===== config.mk =====
export PLATFORM = sky130hd
export DESIGN_NAME = lpt_top
export DESIGN_NICKNAME = d
export VERILOG_FILES = /design/src/design/lpt_link.v /design/src/design/lpt_persist.v /design/src/design/lpt_top.v
export VERILOG_INCLUDE_DIRS = /design/src /design/src/design
export SDC_FILE = /design/constraint.sdc
export NUM_CORES = 1
export LEC_CHECK = 0
export BUFFER_PORTS_ARGS = -buffer_cell sky130_fd_sc_hd__buf_2
export CORE_MARGIN = 1
export CORE_UTILIZATION = 35
export CTS_CLUSTER_DIAMETER = 40
export DETAILED_ROUTE_END_ITERATION = 8
export PLACE_DENSITY = 0.47
export SETUP_SLACK_MARGIN = 0.05
export SYNTH_ARGS = -nofsm -noshare
export SYNTH_HDL_FRONTEND = slang
export SYNTH_SLANG_ARGS = --single-unit

===== constraint.sdc =====
create_clock -name ref_clk -period 10.4 [get_ports ref_clk]
set_input_delay 1.04 -clock ref_clk [delete_from_list [all_inputs] [get_ports ref_clk]]
set_output_delay 1.04 -clock ref_clk [all_outputs]
set_load 0.02 [all_outputs]

===== src/design/lpt_defs.vh =====
// Purpose: Shared constants of the light and proximity threshold interrupt block.
// Assumes: 100 MHz reference clock; command codes select 16-bit words split in a low and a high byte.
// Notes: Definitions only, no logic.
`ifndef LPT_DEFS_VH
`define LPT_DEFS_VH

// Command codes of the 16-bit register words.
`define LPT_CMD_LIGHT_CONF 8'h00
`define LPT_CMD_LIGHT_HIGH_THR 8'h01
`define LPT_CMD_LIGHT_LOW_THR 8'h02
`define LPT_CMD_PROX_CONF 8'h03
`define LPT_CMD_PROX_THR 8'h06
`define LPT_CMD_PROX_RESULT 8'h08
`define LPT_CMD_LIGHT_RESULT 8'h09
`define LPT_CMD_FLAGS 8'h0D

// Field positions in the light configuration low byte.
`define LPT_LIGHT_IT_HI 7
`define LPT_LIGHT_IT_LO 6
`define LPT_LIGHT_PERS_HI 3
`define LPT_LIGHT_PERS_LO 2
`define LPT_LIGHT_IRQ_EN_BIT 1

// Field positions in the proximity configuration word.
`define LPT_DUTY_HI 7
`define LPT_DUTY_LO 6
`define LPT_PROX_PERS_HI 5
`define LPT_PROX_PERS_LO 4
`define LPT_PROX_IRQ_EN_BIT 0
`define LPT_PROX_MODE_BIT 8

// Interrupt flag byte, carried in the high byte of the flag word.
`define LPT_FLAG_PROX_SAT 7
`define LPT_FLAG_SUNLIGHT 6
`define LPT_FLAG_LIGHT_BELOW 5
`define LPT_FLAG_LIGHT_ABOVE 4
`define LPT_FLAG_PROX_CLOSE 1
`define LPT_FLAG_PROX_AWAY 0

// Reset values.
`define LPT_RESET_WORD 16'h0000
`define LPT_RESET_FLAGS 8'h00

// Timing.
`define LPT_CLK_MHZ 100
`define LPT_LIGHT_IT_BASE_MS 50
`define LPT_LIGHT_BASE_CYCLES (`LPT_LIGHT_IT_BASE_MS * 1000 * `LPT_CLK_MHZ)
`define LPT_LUX_STEP_BASE_MLX 8'h18
`define LPT_EMIT_ON_CYCLES 8
`define LPT_EMIT_RATIO_BASE 40

// Serial link.
`define LPT_SLAVE_ADDR 7'h51

`endif


===== src/design/lpt_link.v =====
// Purpose: Serial two-wire slave byte engine sampled by the reference clock.
// Assumes: Link clock well below a quarter of the reference clock rate.
// Notes: Only pulls the data line low; the wire level is resolved outside.
`include "lpt_defs.vh"
module lpt_link #(
  parameter [6:0] SLAVE_ADDR = `LPT_SLAVE_ADDR
) (
  // Clock and reset
  input wire clk,
  input wire rst_n,
  // Link pins
  input wire scl_in,
  input wire sda_in,
  output reg sda_oe,
  // Byte side
  output reg frame_start,
  output reg wr_valid,
  output reg [7:0] wr_byte,
  output reg rd_load,
  output reg byte_sent,
  input wire [7:0] tx_byte
);

  localparam S_IDLE = 3'd0;
  localparam S_ADDR = 3'd1;
  localparam S_ACK_A = 3'd2;
  localparam S_WRX = 3'd3;
  localparam S_ACK_W = 3'd4;
  localparam S_TX = 3'd5;
  localparam S_ACK_R = 3'd6;
  reg [1:0] scl_sync;
  reg [1:0] sda_sync;
  reg scl_p;
  reg sda_p;
  reg [2:0] state;
  reg [3:0] cnt;
  reg [7:0] sh;
  reg rnw;
  reg host_ack;

  wire scl_s = scl_sync[1];
  wire sda_s = sda_sync[1];
  wire start_c = scl_s & scl_p & sda_p & ~sda_s;
  wire stop_c = scl_s & scl_p & ~sda_p & sda_s;
  wire rise = scl_s & ~scl_p;
  wire fall = ~scl_s & scl_p;

  always @(posedge clk or negedge rst_n) begin
    if (!rst_n) begin
      scl_sync <= 2'b11;
      sda_sync <= 2'b11;
      scl_p <= 1'b1;
      sda_p <= 1'b1;
      state <= S_IDLE;
      cnt <= 4'h0;
      sh <= 8'h00;
      rnw <= 1'b0;
      host_ack <= 1'b0;
      sda_oe <= 1'b0;
      frame_start <= 1'b0;
      wr_valid <= 1'b0;
      wr_byte <= 8'h00;
      rd_load <= 1'b0;
      byte_sent <= 1'b0;
    end else begin
      scl_sync <= {scl_sync[0], scl_in};
      sda_sync <= {sda_sync[0], sda_in};
      scl_p <= scl_s;
      sda_p <= sda_s;
      frame_start <= 1'b0;
      wr_valid <= 1'b0;
      rd_load <= 1'b0;
      byte_sent <= 1'b0;
      if (start_c) begin
        state <= S_ADDR;
        cnt <= 4'h0;
        sda_oe <= 1'b0;
        frame_start <= 1'b1;
      end else if (stop_c) begin
        state <= S_IDLE;
        sda_oe <= 1'b0;
      end else begin
        case (state)
          S_ADDR, S_WRX: begin
            if (rise && cnt != 4'h8) begin
              sh <= {sh[6:0], sda_s};
              cnt <= cnt + 4'h1;
            end else if (fall && cnt == 4'h8) begin
              if (state == S_WRX) begin
                wr_valid <= 1'b1;
                wr_byte <= sh;
                sda_oe <= 1'b1;
                state <= S_ACK_W;
              end else if (sh[7:1] == SLAVE_ADDR) begin
                rnw <= sh[0];
                sda_oe <= 1'b1;
                state <= S_ACK_A;
              end else begin
                state <= S_IDLE;
              end
            end
          end
          S_ACK_A, S_ACK_W: begin
            if (fall) begin
              if (state == S_ACK_A && rnw) begin
                sh <= tx_byte;
                sda_oe <= ~tx_byte[7];
                cnt <= 4'h1;
                rd_load <= 1'b1;
                state <= S_TX;
              end else begin
                sda_oe <= 1'b0;
                cnt <= 4'h0;
                state <= S_WRX;
              end
            end
          end
          S_TX: begin
            if (fall) begin
              if (cnt == 4'h8) begin
                sda_oe <= 1'b0;
                byte_sent <= 1'b1;
                state <= S_ACK_R;
              end else begin
                sda_oe <= ~sh[6];
                sh <= {sh[6:0], 1'b0};
                cnt <= cnt + 4'h1;
              end
            end
          end
          S_ACK_R: begin
            if (rise) begin
              host_ack <= ~sda_s;
            end else if (fall) begin
              if (host_ack) begin
                sh <= tx_byte;
                sda_oe <= ~tx_byte[7];
                cnt <= 4'h1;
                rd_load <= 1'b1;
                state <= S_TX;
              end else begin
                state <= S_IDLE;
              end
            end
          end
          default: begin
            sda_oe <= 1'b0;
          end
        endcase
      end
    end
  end

endmodule // lpt_link


===== src/design/lpt_persist.v =====
// Purpose: Consecutive-sample persistence filter for one threshold comparison.
// Assumes: sample_valid is a one-cycle pulse on clk; target is 1 or more.
// Notes: fire pulses one cycle after the sample that completes the run.
module lpt_persist #(
  parameter CW = 4
) (
  // Clock and reset
  input wire clk,
  input wire rst_n,
  // Comparison stream
  input wire sample_valid,
  input wire outside,
  input wire [CW-1:0] target,
  // Result
  output reg fire
);

  reg [CW-1:0] run;
  wire [CW-1:0] run_inc = run + {{(CW-1){1'b0}}, 1'b1};

  always @(posedge clk or negedge rst_n) begin
    if (!rst_n) begin
      run <= {CW{1'b0}};
      fire <= 1'b0;
    end else begin
      fire <= 1'b0;
      if (sample_valid) begin
        if (!outside) begin
          run <= {CW{1'b0}};
        end else if (run_inc >= target) begin
          fire <= 1'b1;
          run <= {CW{1'b0}};
        end else begin
          run <= run_inc;
        end
      end
    end
  end

endmodule // lpt_persist


===== src/design/lpt_top.v =====
// Purpose: Threshold, persistence and interrupt logic of a light and proximity sensor, with its register file.
// Assumes: Sample inputs come from the converter logic on ref_clk; link pins are asynchronous.
// Notes: Registers are 16-bit words addressed by a command byte, low byte first on the link.
`include "lpt_defs.vh"

// How it works
// Light high and low thresholds, byte-written words.
// Light outside window raises enabled light interrupt.
// Integration code sets period; halves lux step.
// Light interrupt needs 1/2/4/8 consecutive outside periods.
// Separate programmable 8-bit proximity thresholds.
// Proximity interrupt needs 1/2/3/4 consecutive periods.
// Every command register reads back its contents.
// Light result read as one word, low first.
// One shared low pin, gated by enables.
// Registers stay accessible while pin asserted.
// Proximity above high or below low interrupts.
// Any flag rising pulls the pin low.
// Reading flags clears them, pin released.
// Logic mode pin low while object near.
// Light interrupts on pin need normal mode.
// Between proximity thresholds, no proximity interrupt.
// Emitter pulsed at programmable duty ratio.
// Proximity result read by single register.
// Flag byte bit layout fixed.
// Persistence run restarts when back inside.
module lpt_top #(
  parameter [6:0] SLAVE_ADDR = `LPT_SLAVE_ADDR,
  parameter LIGHT_BASE_CYCLES = `LPT_LIGHT_BASE_CYCLES,
  parameter EMIT_ON_CYCLES = `LPT_EMIT_ON_CYCLES,
  parameter EMIT_RATIO_BASE = `LPT_EMIT_RATIO_BASE
) (
  // Clock and reset
  input wire ref_clk,
  input wire rstn,
  // Serial link
  input wire scl_in,
  input wire sda_in,
  output wire sda_out,
  output wire sda_oe,
  // Interrupt pin, open drain
  output wire int_out,
  output reg int_oe,
  // Light converter
  input wire [15:0] light_sample,
  input wire light_sample_valid,
  output reg light_conv_start,
  output reg [7:0] light_step_mlx,
  // Proximity converter
  input wire [7:0] prox_sample,
  input wire prox_sample_valid,
  input wire prox_saturated,
  input wire sunlight_protect,
  output reg prox_conv_start,
  // Emitter
  output reg emitter_drive_pin
);

  reg [1:0] rst_sync;
  wire rst_n = rst_sync[1];

  // Register words.
  reg [15:0] light_conf;
  reg [15:0] light_high_threshold;
  reg [15:0] light_low_threshold;
  reg [15:0] prox_conf;
  reg [15:0] prox_thr;
  reg [15:0] light_result;
  reg [7:0] prox_result;
  reg [7:0] flags;

  // Link transaction state.
  reg [7:0] cmd;
  reg [1:0] wcount;
  reg [7:0] wr_lo;
  reg rsel;
  reg [7:0] rd_hi_hold;
  reg [15:0] sel_word;
  reg [7:0] next_flags;

  // Timers.
  reg [31:0] light_timer;
  reg [15:0] emit_timer;

  wire frame_start;
  wire wr_valid;
  wire [7:0] wr_byte;
  wire rd_load;
  wire byte_sent;
  wire light_fire;
  wire prox_fire;

  wire [1:0] light_integration_time = light_conf[`LPT_LIGHT_IT_HI:`LPT_LIGHT_IT_LO];
  wire [1:0] light_persistence_count = light_conf[`LPT_LIGHT_PERS_HI:`LPT_LIGHT_PERS_LO];
  wire light_irq_enable = light_conf[`LPT_LIGHT_IRQ_EN_BIT];
  wire [1:0] emitter_duty_ratio = prox_conf[`LPT_DUTY_HI:`LPT_DUTY_LO];
  wire [1:0] prox_persistence_count = prox_conf[`LPT_PROX_PERS_HI:`LPT_PROX_PERS_LO];
  wire prox_irq_enable = prox_conf[`LPT_PROX_IRQ_EN_BIT];
  wire prox_output_mode_select = prox_conf[`LPT_PROX_MODE_BIT];
  wire [7:0] prox_low_threshold = prox_thr[7:0];
  wire [7:0] prox_high_threshold = prox_thr[15:8];

  // Light targets double per code; proximity targets count up by one.
  function [3:0] light_target;
    input [1:0] code;
    begin
      light_target = 4'h1 << code;
    end
  endfunction

  function [3:0] prox_target;
    input [1:0] code;
    begin
      prox_target = {2'b00, code} + 4'h1;
    end
  endfunction

  // Window test shared by the live light and proximity samples.
  function outside16;
    input [15:0] v;
    input [15:0] hi;
    input [15:0] lo;
    begin
      outside16 = (v > hi) || (v < lo);
    end
  endfunction

  wire light_out_now = outside16(light_sample, light_high_threshold, light_low_threshold);
  wire prox_out_now = outside16({8'h00, prox_sample}, {8'h00, prox_high_threshold},
                                {8'h00, prox_low_threshold});
  wire light_above = light_result > light_high_threshold;
  wire light_below = light_result < light_low_threshold;
  wire prox_above = prox_result > prox_high_threshold;
  wire prox_below = prox_result < prox_low_threshold;

  wire [31:0] light_period = LIGHT_BASE_CYCLES << light_integration_time;
  wire [31:0] emit_full = (EMIT_ON_CYCLES * EMIT_RATIO_BASE) << emitter_duty_ratio;
  wire [15:0] emit_period = emit_full[15:0];
  assign sda_out = 1'b0;
  assign int_out = 1'b0;

  always @(posedge ref_clk or negedge rstn) begin
    if (!rstn) begin
      rst_sync <= 2'b00;
    end else begin
      rst_sync <= {rst_sync[0], 1'b1};
    end
  end

  lpt_link #(
    .SLAVE_ADDR(SLAVE_ADDR)
  ) u_link (
    .clk(ref_clk),
    .rst_n(rst_n),
    .scl_in(scl_in),
    .sda_in(sda_in),
    .sda_oe(sda_oe),
    .frame_start(frame_start),
    .wr_valid(wr_valid),
    .wr_byte(wr_byte),
    .rd_load(rd_load),
    .byte_sent(byte_sent),
    .tx_byte(rsel ? rd_hi_hold : sel_word[7:0])
  );

  lpt_persist #(
    .CW(4)
  ) u_light_persist (
    .clk(ref_clk),
    .rst_n(rst_n),
    .sample_valid(light_sample_valid),
    .outside(light_out_now),
    .target(light_target(light_persistence_count)),
    .fire(light_fire)
  );

  lpt_persist #(
    .CW(4)
  ) u_prox_persist (
    .clk(ref_clk),
    .rst_n(rst_n),
    .sample_valid(prox_sample_valid),
    .outside(prox_out_now),
    .target(prox_target(prox_persistence_count)),
    .fire(prox_fire)
  );

  // Readback of every word by command code; unknown codes read zero.
  always @* begin
    case (cmd)
      `LPT_CMD_LIGHT_CONF: sel_word = light_conf;
      `LPT_CMD_LIGHT_HIGH_THR: sel_word = light_high_threshold;
      `LPT_CMD_LIGHT_LOW_THR: sel_word = light_low_threshold;
      `LPT_CMD_PROX_CONF: sel_word = prox_conf;
      `LPT_CMD_PROX_THR: sel_word = prox_thr;
      `LPT_CMD_PROX_RESULT: sel_word = {8'h00, prox_result};
      `LPT_CMD_LIGHT_RESULT: sel_word = light_result;
      `LPT_CMD_FLAGS: sel_word = {flags, 8'h00};
      default: sel_word = 16'h0000;
    endcase
  end

  // Set wins over clear, so an event landing on the clearing read is kept.
  always @* begin
    next_flags = flags;
    if (byte_sent && rsel && cmd == `LPT_CMD_FLAGS) begin
      next_flags = flags & ~rd_hi_hold;
    end
    if (light_fire && light_irq_enable) begin
      next_flags[`LPT_FLAG_LIGHT_ABOVE] = next_flags[`LPT_FLAG_LIGHT_ABOVE] | light_above;
      next_flags[`LPT_FLAG_LIGHT_BELOW] = next_flags[`LPT_FLAG_LIGHT_BELOW] | light_below;
    end
    if (prox_fire && prox_irq_enable) begin
      next_flags[`LPT_FLAG_PROX_CLOSE] = next_flags[`LPT_FLAG_PROX_CLOSE] | prox_above;
      next_flags[`LPT_FLAG_PROX_AWAY] = next_flags[`LPT_FLAG_PROX_AWAY] | prox_below;
    end
    if (prox_irq_enable) begin
      next_flags[`LPT_FLAG_PROX_SAT] = next_flags[`LPT_FLAG_PROX_SAT] | prox_saturated;
      next_flags[`LPT_FLAG_SUNLIGHT] = next_flags[`LPT_FLAG_SUNLIGHT] | sunlight_protect;
    end
  end

  // Register writes; the link never stalls on interrupt state.
  always @(posedge ref_clk or negedge rst_n) begin
    if (!rst_n) begin
      light_conf <= `LPT_RESET_WORD;
      light_high_threshold <= `LPT_RESET_WORD;
      light_low_threshold <= `LPT_RESET_WORD;
      prox_conf <= `LPT_RESET_WORD;
      prox_thr <= `LPT_RESET_WORD;
      cmd <= 8'h00;
      wcount <= 2'd0;
      wr_lo <= 8'h00;
      rsel <= 1'b0;
      rd_hi_hold <= 8'h00;
    end else begin
      if (frame_start) begin
        wcount <= 2'd0;
        rsel <= 1'b0;
      end
      if (wr_valid) begin
        case (wcount)
          2'd0: begin
            cmd <= wr_byte;
            wcount <= 2'd1;
          end
          2'd1: begin
            wr_lo <= wr_byte;
            wcount <= 2'd2;
          end
          default: begin
            wcount <= 2'd3;
            case (cmd)
              `LPT_CMD_LIGHT_CONF: light_conf <= {wr_byte, wr_lo};
              `LPT_CMD_LIGHT_HIGH_THR: light_high_threshold <= {wr_byte, wr_lo};
              `LPT_CMD_LIGHT_LOW_THR: light_low_threshold <= {wr_byte, wr_lo};
              `LPT_CMD_PROX_CONF: prox_conf <= {wr_byte, wr_lo};
              `LPT_CMD_PROX_THR: prox_thr <= {wr_byte, wr_lo};
              default: cmd <= cmd;
            endcase
          end
        endcase
      end
      // The high byte is frozen with the low one so a word read is coherent.
      if (rd_load && !rsel) begin
        rd_hi_hold <= sel_word[15:8];
      end
      if (byte_sent) begin
        rsel <= ~rsel;
      end
    end
  end

  // Results, flags, timers and pins.
  always @(posedge ref_clk or negedge rst_n) begin
    if (!rst_n) begin
      light_result <= 16'h0000;
      prox_result <= 8'h00;
      flags <= `LPT_RESET_FLAGS;
      int_oe <= 1'b0;
      light_timer <= 32'h00000000;
      emit_timer <= 16'h0000;
      light_conv_start <= 1'b0;
      prox_conv_start <= 1'b0;
      emitter_drive_pin <= 1'b0;
      light_step_mlx <= `LPT_LUX_STEP_BASE_MLX;
    end else begin
      if (light_sample_valid) begin
        light_result <= light_sample;
      end
      if (prox_sample_valid) begin
        prox_result <= prox_sample;
      end
      flags <= next_flags;
      // Logic mode follows the persistence-filtered near/away decision and ignores the flags.
      if (prox_output_mode_select) begin
        if (prox_fire && prox_above) begin
          int_oe <= 1'b1;
        end else if (prox_fire && prox_below) begin
          int_oe <= 1'b0;
        end
      end else begin
        int_oe <= |next_flags;
      end
      light_step_mlx <= `LPT_LUX_STEP_BASE_MLX >> light_integration_time;
      light_conv_start <= 1'b0;
      if (light_timer + 32'h1 >= light_period) begin
        light_timer <= 32'h00000000;
        light_conv_start <= 1'b1;
      end else begin
        light_timer <= light_timer + 32'h1;
      end
      prox_conv_start <= 1'b0;
      if (emit_timer + 16'h1 >= emit_period) begin
        emit_timer <= 16'h0000;
        prox_conv_start <= 1'b1;
      end else begin
        emit_timer <= emit_timer + 16'h1;
      end
      emitter_drive_pin <= emit_timer < EMIT_ON_CYCLES;
    end
  end

endmodule // lpt_top


==> results of run 1 <==
synth_stat cells (all sizes together), types with 4 or more instances:
master   instances  area share, %
dfrtp          236             43
nand2          158            4.3
ha             136             12
o21ai          107            3.9
mux2            95            7.7
inv             77            2.1
nor2            62            1.7
a21oi           54            1.9
nand3           37            1.3
clkbuf          31           0.84
nor2b           28            1.5
xnor2           26            1.6
nand4           22            1.3
nor3            22           0.88
nand2b          21           0.95
buf             19           0.82
a21o            16           0.87
xor2            14           0.88
a22oi           12           0.65
nor4            12           0.76
o211ai          12           0.65
and3            11           0.50
a221oi           9           0.57
o21a             9           0.49
dfstp            8            1.5
and2b            7           0.38
a2111oi          6           0.38
a222oi           6           0.43
a31oi            6           0.27
mux2i            6           0.43
mux4             6           0.97
o311a            6           0.43
o31ai            6           0.32
a21boi           5           0.27
or3              5           0.23
a211oi           4           0.22
and4             4           0.29
nand3b           4           0.22
o22ai            4           0.18
or2              4           0.18
or4              4           0.24
per-layer routing:
| metal | vias up | GRT usage [%] | share of wire, % |
|---|---|---|---|
| met5 | - | 0 | 0 |
| met4 | 0 | 6.816 | 2.5 |
| met1 | 5063 | 26.03 | 48 |
| li1 | 4994 | - | - |
| met3 | 55 | 2.971 | 3.7 |
| met2 | 165 | 30.28 | 46 |
final cells by class:
| class | count | area [sq um] |
|---|---|---|
| fill | 3756 | 22400 |
| clock buffer | 63 | 1379 |
| inverter | 77 | 289.0 |
| tap | 518 | 648.1 |
| timing repair buffer | 54 | 302.8 |
| multi-input combinational | 992 | 7297 |
| clock inverter | 29 | 386.6 |
| sequential | 244 | 6121 |
stage by stage:
stage	power, mW	hold WS (ns)	std cells	util [%]	setup slack (ns)
after floorplan	1.176	0.3312	1363	-	3.111
after global placement	1.233	0.3334	1885	37.75	6.407
after detailed placement	1.236	0.3358	1885	37.75	6.297
after CTS	2.925	0.1980	1977	42.30	6.284
after global routing	3.007	0.2075	1977	42.30	5.955
final	2.880	0.2363	1977	42.30	6.299
registers in the layout, summed over array words and instances (netlist names), 3 cells and up:
name / count
cmd: 8
emit_timer: 16
flags: 8
light_conf: 16
light_high_threshold: 16
light_low_threshold: 16
light_result: 16
light_step_mlx: 5
light_timer: 32
prox_conf: 16
prox_result: 8
prox_thr: 16
rd_hi_hold: 8
u_light_persist.run: 4
u_link.cnt: 4
u_link.sh: 8
u_link.state: 3
u_link.wr_byte: 8
u_prox_persist.run: 4
wr_lo: 8
logic make-up after synthesis:
kind of cell             Yosys count  share of synthesized area [%]
buffers and inverters            127                          3.744
flip-flops                       244                          44.10
XOR/XNOR                          40                          2.526
AND/OR/NAND/NOR                  409                          15.24
multiplexers                     107                          9.120
AO/OA/AOI/OAI                    284                          12.95
other                              2                        0.05415
adder cells (fa/ha/maj)          136                          12.27
how the worst min path moves through the flow:
stage	endpoint	slack (ns)	from
after floorplan	rst_sync[1]$_DFF_PN0_	0.33	rst_sync[0]$_DFF_PN0_
after global placement	rst_sync[1]$_DFF_PN0_	0.33	rst_sync[0]$_DFF_PN0_
after detailed placement	rst_sync[1]$_DFF_PN0_	0.34	rst_sync[0]$_DFF_PN0_
after CTS	rst_sync[1]$_DFF_PN0_	0.20	rstn
after global routing	rst_sync[1]$_DFF_PN0_	0.21	rstn
final	rst_sync[1]$_DFF_PN0_	0.24	rstn
where the power goes:
part           internal [mW]  total, mW  switching [mW]
sequential             0.990       1.04          0.0461
combinational         0.0832      0.183          0.0996
clock                   1.11       1.66           0.548
total                   2.19       2.88           0.694
==> metrics, run 1 <==
worst setup path endpoint light_timer[6]$_DFF_PN0_; Total Routed Length approximately 37000 microns; setup TNS 0 ns; CTS root buf clkbuf_16; crit-path max FO 27; Worst R2R End light_timer[6]$_DFF_PN0_; die area 40430 sq um; total gr overflow 0; CTS tree built; std cell rows slightly above 70; commonest non-fill, non-tap cell in the layout dfrtp_1; Mapped Area approximately 14000 sq um; CP Launch Point light_timer[13]$_DFF_PN0_; post-DP HPWL 26710 microns; clock latency on the worst-skew pair 0.58 ns; Max-cap violations 0; CTS Hold Buffers Added 0; crit path DAT between 4 and 5 ns; worst vdd ir between 0.1 and 0.15 mV; initial antenna violation count 0; R2R setup slack approximately 6.3 ns; TritonCTS buffer count 49; vias post-DR approximately 10000; post-layout min period between 4 and 5 ns; Synth Flop Type dfrtp_1; synthesized instance count 1349; first-pass GRT wire length roughly 60000 microns; largest net degree at the start of global routing 73; Post-Layout Inst Area 16420 sq um; starting DRC count in detailed routing 493; WP data required ~11 ns; YS warnings 0; Reg clk slew, reported paths approximately 0.050 ns; #FFs+latches synth approximately 240; slowest stage cell, crit path nor3_1; RSZ-0062 raised after global routing false; port bufs 41; PD cells approximately 180 nW/um^2; Static Leak ~7.3 nW; Worst-Margin Slew approximately 1.1 ns; Synth cell types between 70 and 80; via/cell ratio 5.198; area grow syn2layout 18.41%; Core ar. 38830 sq um; crit-path cells and4_4 > nand4_4 > nor3_1 > nand3_1 > xnor2_1 > ha_1 > a21oi_1 > o21ai_0 > a221o_1 > a221oi_1 > nand4_4 > and2b_1; crit share post-route approximately two fifths; number of global-route vias before repair between 10000 and 15000; Worst setup SP type register; crit-path max cell delay between 0.6 and 0.7 ns; ratio of cells with drive above 1 in the final layout between 10% and 20%; Setup Skew between 0.03 and 0.04 ns; DR pass1 iterations 5; Residual DRC 0; CTS sink count 244; GRT Util Overall roughly a fifth; starting density of the core 35.72%; f_max 0.2438 GHz; Net count, final 1586; Crit. End Element register; worst hold path class input pin to async pin; most used cell, CP nand4_4; clock tree buffer depth 3; Post-CTS Setup Inserts 0; Top Family by Delay on Critical Path simple AND/OR/NAND/NOR gates; die height between 200 and 250 microns; io pins 47; drt wl/cell roughly 19 microns; Final Wtd Congestion between 0.8 and 0.9; placed cell areas roughly 15000 sq um; n_diodes 0; FF-to-FF Start light_timer[13]$_DFF_PN0_; Pins Over Slew Limit 0; sequential area share after synthesis about 44%; worst reg2reg path depth 12; fraction of registers with async set/reset 100.0%; Buf/Inv on CP 0; Worst Setup Path Type register to register; status finished clean; DIE WIDTH 201.1 microns; EDFF count, synth 0; Avg Synthesized Cell Area between 10 and 15 sq um; Stages on worst setup path 12; H-tree depth 2; Final Hold Viols 0; ANT nets after route 0; post-CTS sizing 0; commonest cells after routing, fill and taps aside 234 x dfrtp_1, 158 x nand2_1, 136 x ha_1; Slew headroom between 20% and 30%; setup violators final 0
Power figures use the tool's default switching activity.
==> run 2, diff against run 1 <==
--- a/config.mk
+++ b/config.mk
@@ -6,6 +6,7 @@
 export SDC_FILE = /design/constraint.sdc
 export NUM_CORES = 1
 export LEC_CHECK = 0
+export ABC_AREA = 1
 export BUFFER_PORTS_ARGS = -buffer_cell sky130_fd_sc_hd__buf_2
 export CORE_MARGIN = 1
 export CORE_UTILIZATION = 35
==> constraint.sdc (replaced) <==
create_clock -name ref_clk -period 4.1 [get_ports ref_clk]
set_input_delay 0.41 -clock ref_clk [delete_from_list [all_inputs] [get_ports ref_clk]]
set_output_delay 0.41 -clock ref_clk [all_outputs]
set_load 0.02 [all_outputs]
==> run 2 against run 1 <==
Against the previous run:
- critical path depth increased by 4
- power grew to 2.6 times the previous value
- synthesized area increased by 4.2%
- sequential share of layout area is 1.2 points lower
- via count rose by 17%
- clock power grew 150%
- clock-buffer cell count unchanged
- cell count increased by 25%
- synthesized cell count is 35% higher
- combinational power grew to 4.4 times the previous value
- first-iteration DRC count increased by 58%
==> metrics, run 2 <==
Worst setup SP type register; Synth cell types 47; post-layout min period 3.353 ns; fraction of registers with async set/reset 100.0%; WP data required between 4 and 5 ns; #FFs+latches synth ~240; Max-cap violations 0; ratio of cells with drive above 1 in the final layout 10.58%; std cell rows 74; Core ar. 40830 sq um; Yosys top cell by area dfrtp_1; EDFF count, synth 0; Worst R2R End light_timer[2]$_DFF_PN0_; Slew headroom 28.40%; crit path DAT approximately 3.8 ns; f_max 0.2983 GHz; Pins Over Slew Limit 0; port bufs just over 40; Hold Path Depth 3; worst vdd ir 0.2298 mV; Final Wtd Congestion 0.8503; Placed Cells incl. Taps 2371; sequential area share after synthesis a little over two fifths; top post-synthesis cells by count 470 x nand2_1, 243 x inv_1, 236 x dfrtp_1; Synth Flop Type dfrtp_1; setup TNS 0 ns; DR pass1 iterations 5; commonest cells after routing, fill and taps aside 470 x nand2_1, 243 x inv_1, 235 x dfrtp_1; max FFs per register 32; starting density of the core between 30% and 40%; Setup Skew approximately 0.02 ns; WHS Endpoint prox_result[0]$_DFFE_PN0P_; total gr overflow 0; CTS tree built; PD cells 446.2 nW/um^2; commonest non-fill, non-tap cell in the layout nand2_1; Hold Crit Start prox_sample[0]; status finished clean; clock tree buffer depth 3; CTS sink count around 240; via/cell ratio between 4 and 5; vias post-DR between 10000 and 15000; synthesized instance count roughly 1800; largest net degree at the start of global routing roughly 100; post-CTS sizing 0; Worst-Margin Slew 1.069 ns; Crit. End Element register; number of global-route vias before repair approximately 12000; final cell count without fillers ~2500; largest reg by FF count light_timer; cell with the most instances after synthesis nand2_1; io pins between 40 and 50; Worst Setup Path Type register to register; top area cells in the synthesized netlist dfrtp_1 41%, nand2_1 12%, ha_1 12%; post-DP HPWL just over 30000 microns; crit-path max FO 27; Mapped Area ~14000 sq um; Avg Synthesized Cell Area just under 8 sq um; Reg clk slew, reported paths about 0.04 ns; die height 205.2 microns; Post-CTS Setup Inserts 0; drt wl/cell 16.77 microns; FF-to-FF Start light_timer[0]$_DFF_PN0_; Total Routed Length just over 40000 microns; Net count, final approximately 2100; R2R setup slack 0.75 ns; GRT Util Overall between 20 and 25%; worst hold path class input pin to register; n_diodes 0; DIE WIDTH 205.2 microns; ANT nets after route 0; setup violators final 0; initial antenna violation count 0; Residual DRC 0; worst reg2reg path depth 16; fillers between 4000 and 5000; share of the synthesized area in the top cell type around 40%; RSZ-0062 raised after global routing false; starting DRC count in detailed routing a little under 800; Static Leak just under 8 nW; H-tree depth 2; area grow syn2layout 17.44%; TritonCTS buffer count 53; CTS root buf clkbuf_16; first-pass GRT wire length 67160 microns; crit share post-route 81.77%; die area around 42000 sq um; clock latency on the worst-skew pair a little under 0.6 ns; Final Hold Viols 0; YS warnings 0
-- run 2: changes by cell type after synthesis, sizes merged, moves of 11 or more --
| cell | delta |
|---|---|
| nor2b | -28 |
| a22oi | -12 |
| nor2 | +116 |
| o21ai | +79 |
| and3 | -11 |
| mux2 | -95 |
| inv | +172 |
| nand2 | +319 |
| nand3 | +30 |
| o22ai | +12 |
| nand2b | -21 |
| a21o | -13 |
| xnor2 | -19 |
| a21oi | +35 |
-- run 2: timing repair --
item	4_1_cts	5_1_grt
setup endpoints to repair	0	0
hold buffers	3	0
hold endpoints to repair	4	0
-- run 2: worst max-delay path by stage --
stage	from	endpoint	slack, ns
2_1_floorplan	rst_sync[1]$_DFF_PN0_	cmd[0]$_DFFE_PN0P_	0.10
3_3_place_gp	light_timer[0]$_DFF_PN0_	light_timer[0]$_DFF_PN0_	0.80
3_5_place_dp	light_timer[0]$_DFF_PN0_	light_timer[2]$_DFF_PN0_	0.71
4_1_cts	light_timer[0]$_DFF_PN0_	light_timer[2]$_DFF_PN0_	0.71
5_1_grt	light_timer[0]$_DFF_PN0_	light_timer[2]$_DFF_PN0_	0.39
6_report	light_timer[0]$_DFF_PN0_	light_timer[2]$_DFF_PN0_	0.75
-- run 2: report_power, final --
group / leakage, nW / internal [mW] / total (mW) / switching, mW
clock: 0.841 / 2.71 / 4.12 / 1.41
sequential: 3.21 / 2.53 / 2.65 / 0.122
combinational: 3.88 / 0.276 / 0.798 / 0.523
total: 7.93 / 5.52 / 7.58 / 2.06
-- run 2: area by class of cell --
class | instances | area (sq um) | share of cell area [%]
clock inverters | 33 | 340.3 | 2.004
repair buffers | 49 | 297.8 | 1.754
clock buffers | 63 | 1384 | 8.150
multi-input cells | 1297 | 7226 | 42.56
inverters | 252 | 945.9 | 5.571
flip-flops and latches | 244 | 6120 | 36.04
well taps | 532 | 665.6 | 3.920
-- run 2: cells by family (layout without fill, tap and decap cells) --
family | after synthesis | count (layout) | synth area share (%)
simple gates | 797 | 797 | 24.28
compound gates | 318 | 318 | 11.66
buf+inv | 294 | 397 | 8.118
flops | 244 | 244 | 42.30
fa+ha+maj | 136 | 136 | 11.77
xor+xnor | 30 | 30 | 1.817
other cells | 2 | 16 | 0.05194
-- run 2: critical path, cell delays in order (launching register included) --
cell and delay [ns]:
dfrtp_1 0.38, nand3_2 0.12, inv_2 0.07, nand3_1 0.15, nor2_2 0.29, nand4_1 0.21, nor2_1 0.16, xor2_1 0.29
inv_1 0.08, ha_1 0.32, a21oi_1 0.08, a21oi_1 0.14, nor2_1 0.06, a21oi_1 0.17, nor2_2 0.08, nand2_4 0.50
nor2_1 0.09
-- run 2: metrics by stage --
| stage | hold WS, ns | area (sq um) | utilization [%] | power [mW] | setup slack [ns] |
|---|---|---|---|---|---|
| 2_1_floorplan | 0.1144 | 14510 | - | 3.258 | 0.1014 |
| 3_3_place_gp | 0.1967 | 15220 | 37.29 | 3.474 | 0.7984 |
| 3_5_place_dp | 0.1981 | 15220 | 37.29 | 3.490 | 0.7133 |
| 4_1_cts | 0.03862 | 16980 | 41.58 | 7.690 | 0.7092 |
| 5_1_grt | 0.08961 | 16980 | 41.58 | 7.961 | 0.3915 |
| 6_report | 0.05755 | 16980 | 41.58 | 7.577 | 0.7473 |
-- run 2: per-layer routing --
metal / track usage (%) / part of all wire, %
met5: 0 / 0
met4: 7.434 / 2.6
met3: 3.453 / 4.5
met2: 32.64 / 45
met1: 28.49 / 48
==> run 3, diff against run 2 <==
==> constraint.sdc (replaced) <==
create_clock -name ref_clk -period 3.1 [get_ports ref_clk]
set_input_delay 0.31 -clock ref_clk [delete_from_list [all_inputs] [get_ports ref_clk]]
set_output_delay 0.31 -clock ref_clk [all_outputs]
set_load 0.02 [all_outputs]
==> run 3 against run 2 <==
Against the previous run:
- sequential share of layout area down 1.9 points
- fmax up 16%
- largest power group unchanged
- via count grew 1.5%
- first-iteration DRC count is 17% lower
- register-to-register slack lost 0.53 ns
- critical endpoint is now light_timer[14]$_DFF_PN0_
- sequential power is 32% higher
- worst hold slack worse by 0.029 ns
- global-route usage hardly changed
- cell count rose by 2.4%
- power grew 42%
- clock power increased by 49%
- die area unchanged
==> metrics, run 3 (same netlist as run 2, synthesis figures left out) <==
status finished clean; std cell rows between 70 and 80; largest reg by FF count light_timer; DIE WIDTH around 210 microns; Hold Path Depth 3; crit-path cells nand2_2 > nor3_2 > nand2_1 > nor2_4 > nand4_1 > nand2_1 > inv_1 > or2_4 > inv_1 > ha_4 > a21o_1 > nand3_1 > a21oi_1 > nor2_1 > a21oi_2 > nor2_2 > nand2_4 > clkbuf_16 > nor2_4; Final Hold Viols 0; Crit. End Element register; commonest cells after routing, fill and taps aside 468 x nand2_1, 241 x inv_1, 235 x dfrtp_1; max FFs per register 32; crit-path max FO 8; Static Leak roughly 8.3 nW; worst reg2reg path depth 19; Total Routed Length between 40000 and 50000 microns; via/cell ratio about 4.8; Net count, final 2125; ANT nets after route 0; clock tree buffer depth 3; TritonCTS buffer count 51; H-tree depth 2; placed cell areas between 15000 and 20000 sq um; CTS sink count between 200 and 250; R2R setup slack 0.21 ns; Hold Crit Start light_sample[12]; Finished Core Util approximately 44%; CTS tree built; PD cells about 600 nW/um^2; Setup Skew 0.01257 ns; Core ar. a little over 40000 sq um; WHS Endpoint light_result[12]$_DFFE_PN0P_; worst hold path class input pin to register; f_max about 0.35 GHz; crit-path max cell delay about 0.40 ns; Slew headroom roughly 57%; GRT Util Overall 20.75%; vias post-DR 12250; die area 42120 sq um; slowest stage cell, crit path dfrtp_1; CTS root buf clkbuf_16; Pins Over Slew Limit 0; post-DP HPWL about 32000 microns; Final Wtd Congestion ~0.86; number of global-route vias before repair 12110; worst vdd ir around 0.44 mV; n_diodes 0; setup violators final 0; first-pass GRT wire length approximately 67000 microns; crit share post-route approximately 93%; starting DRC count in detailed routing 644; Reg clk slew, reported paths roughly 0.040 ns; largest net degree at the start of global routing 60; crit path DAT 3.39 ns; Residual DRC 0; starting density of the core 35.41%; post-layout min period 2.886 ns; initial antenna violation count 0; DR pass1 iterations 5; Final Hold Slack 0.02878 ns; Worst setup SP type register; WP data required between 3 and 4 ns; FF-to-FF Start light_timer[6]$_DFF_PN0_; Worst Setup Path Type register to register; CP Launch Point light_timer[6]$_DFF_PN0_; total gr overflow 0; Worst-Margin Slew about 0.63 ns; commonest non-fill, non-tap cell in the layout nand2_1; port bufs 41; die height between 200 and 250 microns; clock latency on the worst-skew pair 0.57 ns; Worst R2R End light_timer[14]$_DFF_PN0_; io pins between 40 and 50; ratio of cells with drive above 1 in the final layout between 10% and 20%; area grow syn2layout 23.84%; Post-Layout Inst Area 17900 sq um; drt wl/cell ~17 microns; Max-cap violations 0
## run 3: cell count changes in the layout (fill, tap and decap cells not counted), sizes merged
cell         delta
clkinvlp        +1
bufinv          +8
clkinv         -10
inv             +1
dlygate4sd3    +24
buf            +36
## run 3: cell type report
class	count	area (sq um)
Fill cell	4023	22930
Clock inverter	33	528.0
Inverter	252	945.9
Clock buffer	61	1386
Multi-Input combinational cell	1297	7363
Timing Repair Buffer	111	895.9
Sequential cell	244	6120
Tap cell	532	665.6
## run 3: metal layers
metal  part of all wire [%]  GRT usage, %  vias to the layer above
li1                       -             -                     6176
met1                     46         27.41                     5759
met2                     46         33.60                      251
met3                    5.1         4.054                       64
met4                    2.6         7.540                        0
met5                      0             0                        -
## run 3: what timing repair did
action	in CTS	in global routing
hold buffers	27	0
setup endpoints to repair	0	27
endpoints found under the hold margin	28	0
buffers inserted	0	9
gates resized for setup	0	27
## run 3: worst max-delay path by stage
| stage | slack, ns | end | cells past startpoint |
|---|---|---|---|
| final | 0.21 | light_timer[14]$_DFF_PN0_ | 19 |
| after global routing | -0.005 | light_timer[4]$_DFF_PN0_ | 19 |
| after CTS | 0.06 | light_timer[4]$_DFF_PN0_ | 19 |
| after detailed placement | 0.1 | light_timer[0]$_DFF_PN0_ | 19 |
| after global placement | 0.1 | light_timer[0]$_DFF_PN0_ | 19 |
| after floorplan | 0.36 | light_timer[7]$_DFF_PN0_ | 20 |
## run 3: critical path, delay by kind of cell (launching register included)
| kind | cells | cell delay, ns |
|---|---|---|
| flip-flops | 1 | 0.40 |
| AND/OR/NAND/NOR | 12 | 1.60 |
| buffers and inverters | 3 | 0.35 |
| AO/OA/AOI/OAI | 3 | 0.28 |
| adder cells (fa/ha/maj) | 1 | 0.20 |
## run 3: metrics by stage
step | std cells | worst slack, ns | total power, mW | setup TNS (ns)
2_1_floorplan | 1835 | 0.3575 | 4.309 | 0
3_3_place_gp | 2398 | 0.09558 | 4.608 | 0
3_5_place_dp | 2398 | 0.09667 | 4.621 | 0
4_1_cts | 2519 | 0.06488 | 10.87 | 0
5_1_grt | 2530 | -0.005121 | 11.23 | -0.01068
6_report | 2530 | 0.2137 | 10.72 | 0
## run 3: power by group
part | leakage, nW | internal (mW) | total, mW | switching (mW)
Combinational | 4.20 | 0.397 | 1.09 | 0.693
Clock | 0.922 | 4.26 | 6.12 | 1.87
Sequential | 3.21 | 3.35 | 3.51 | 0.161
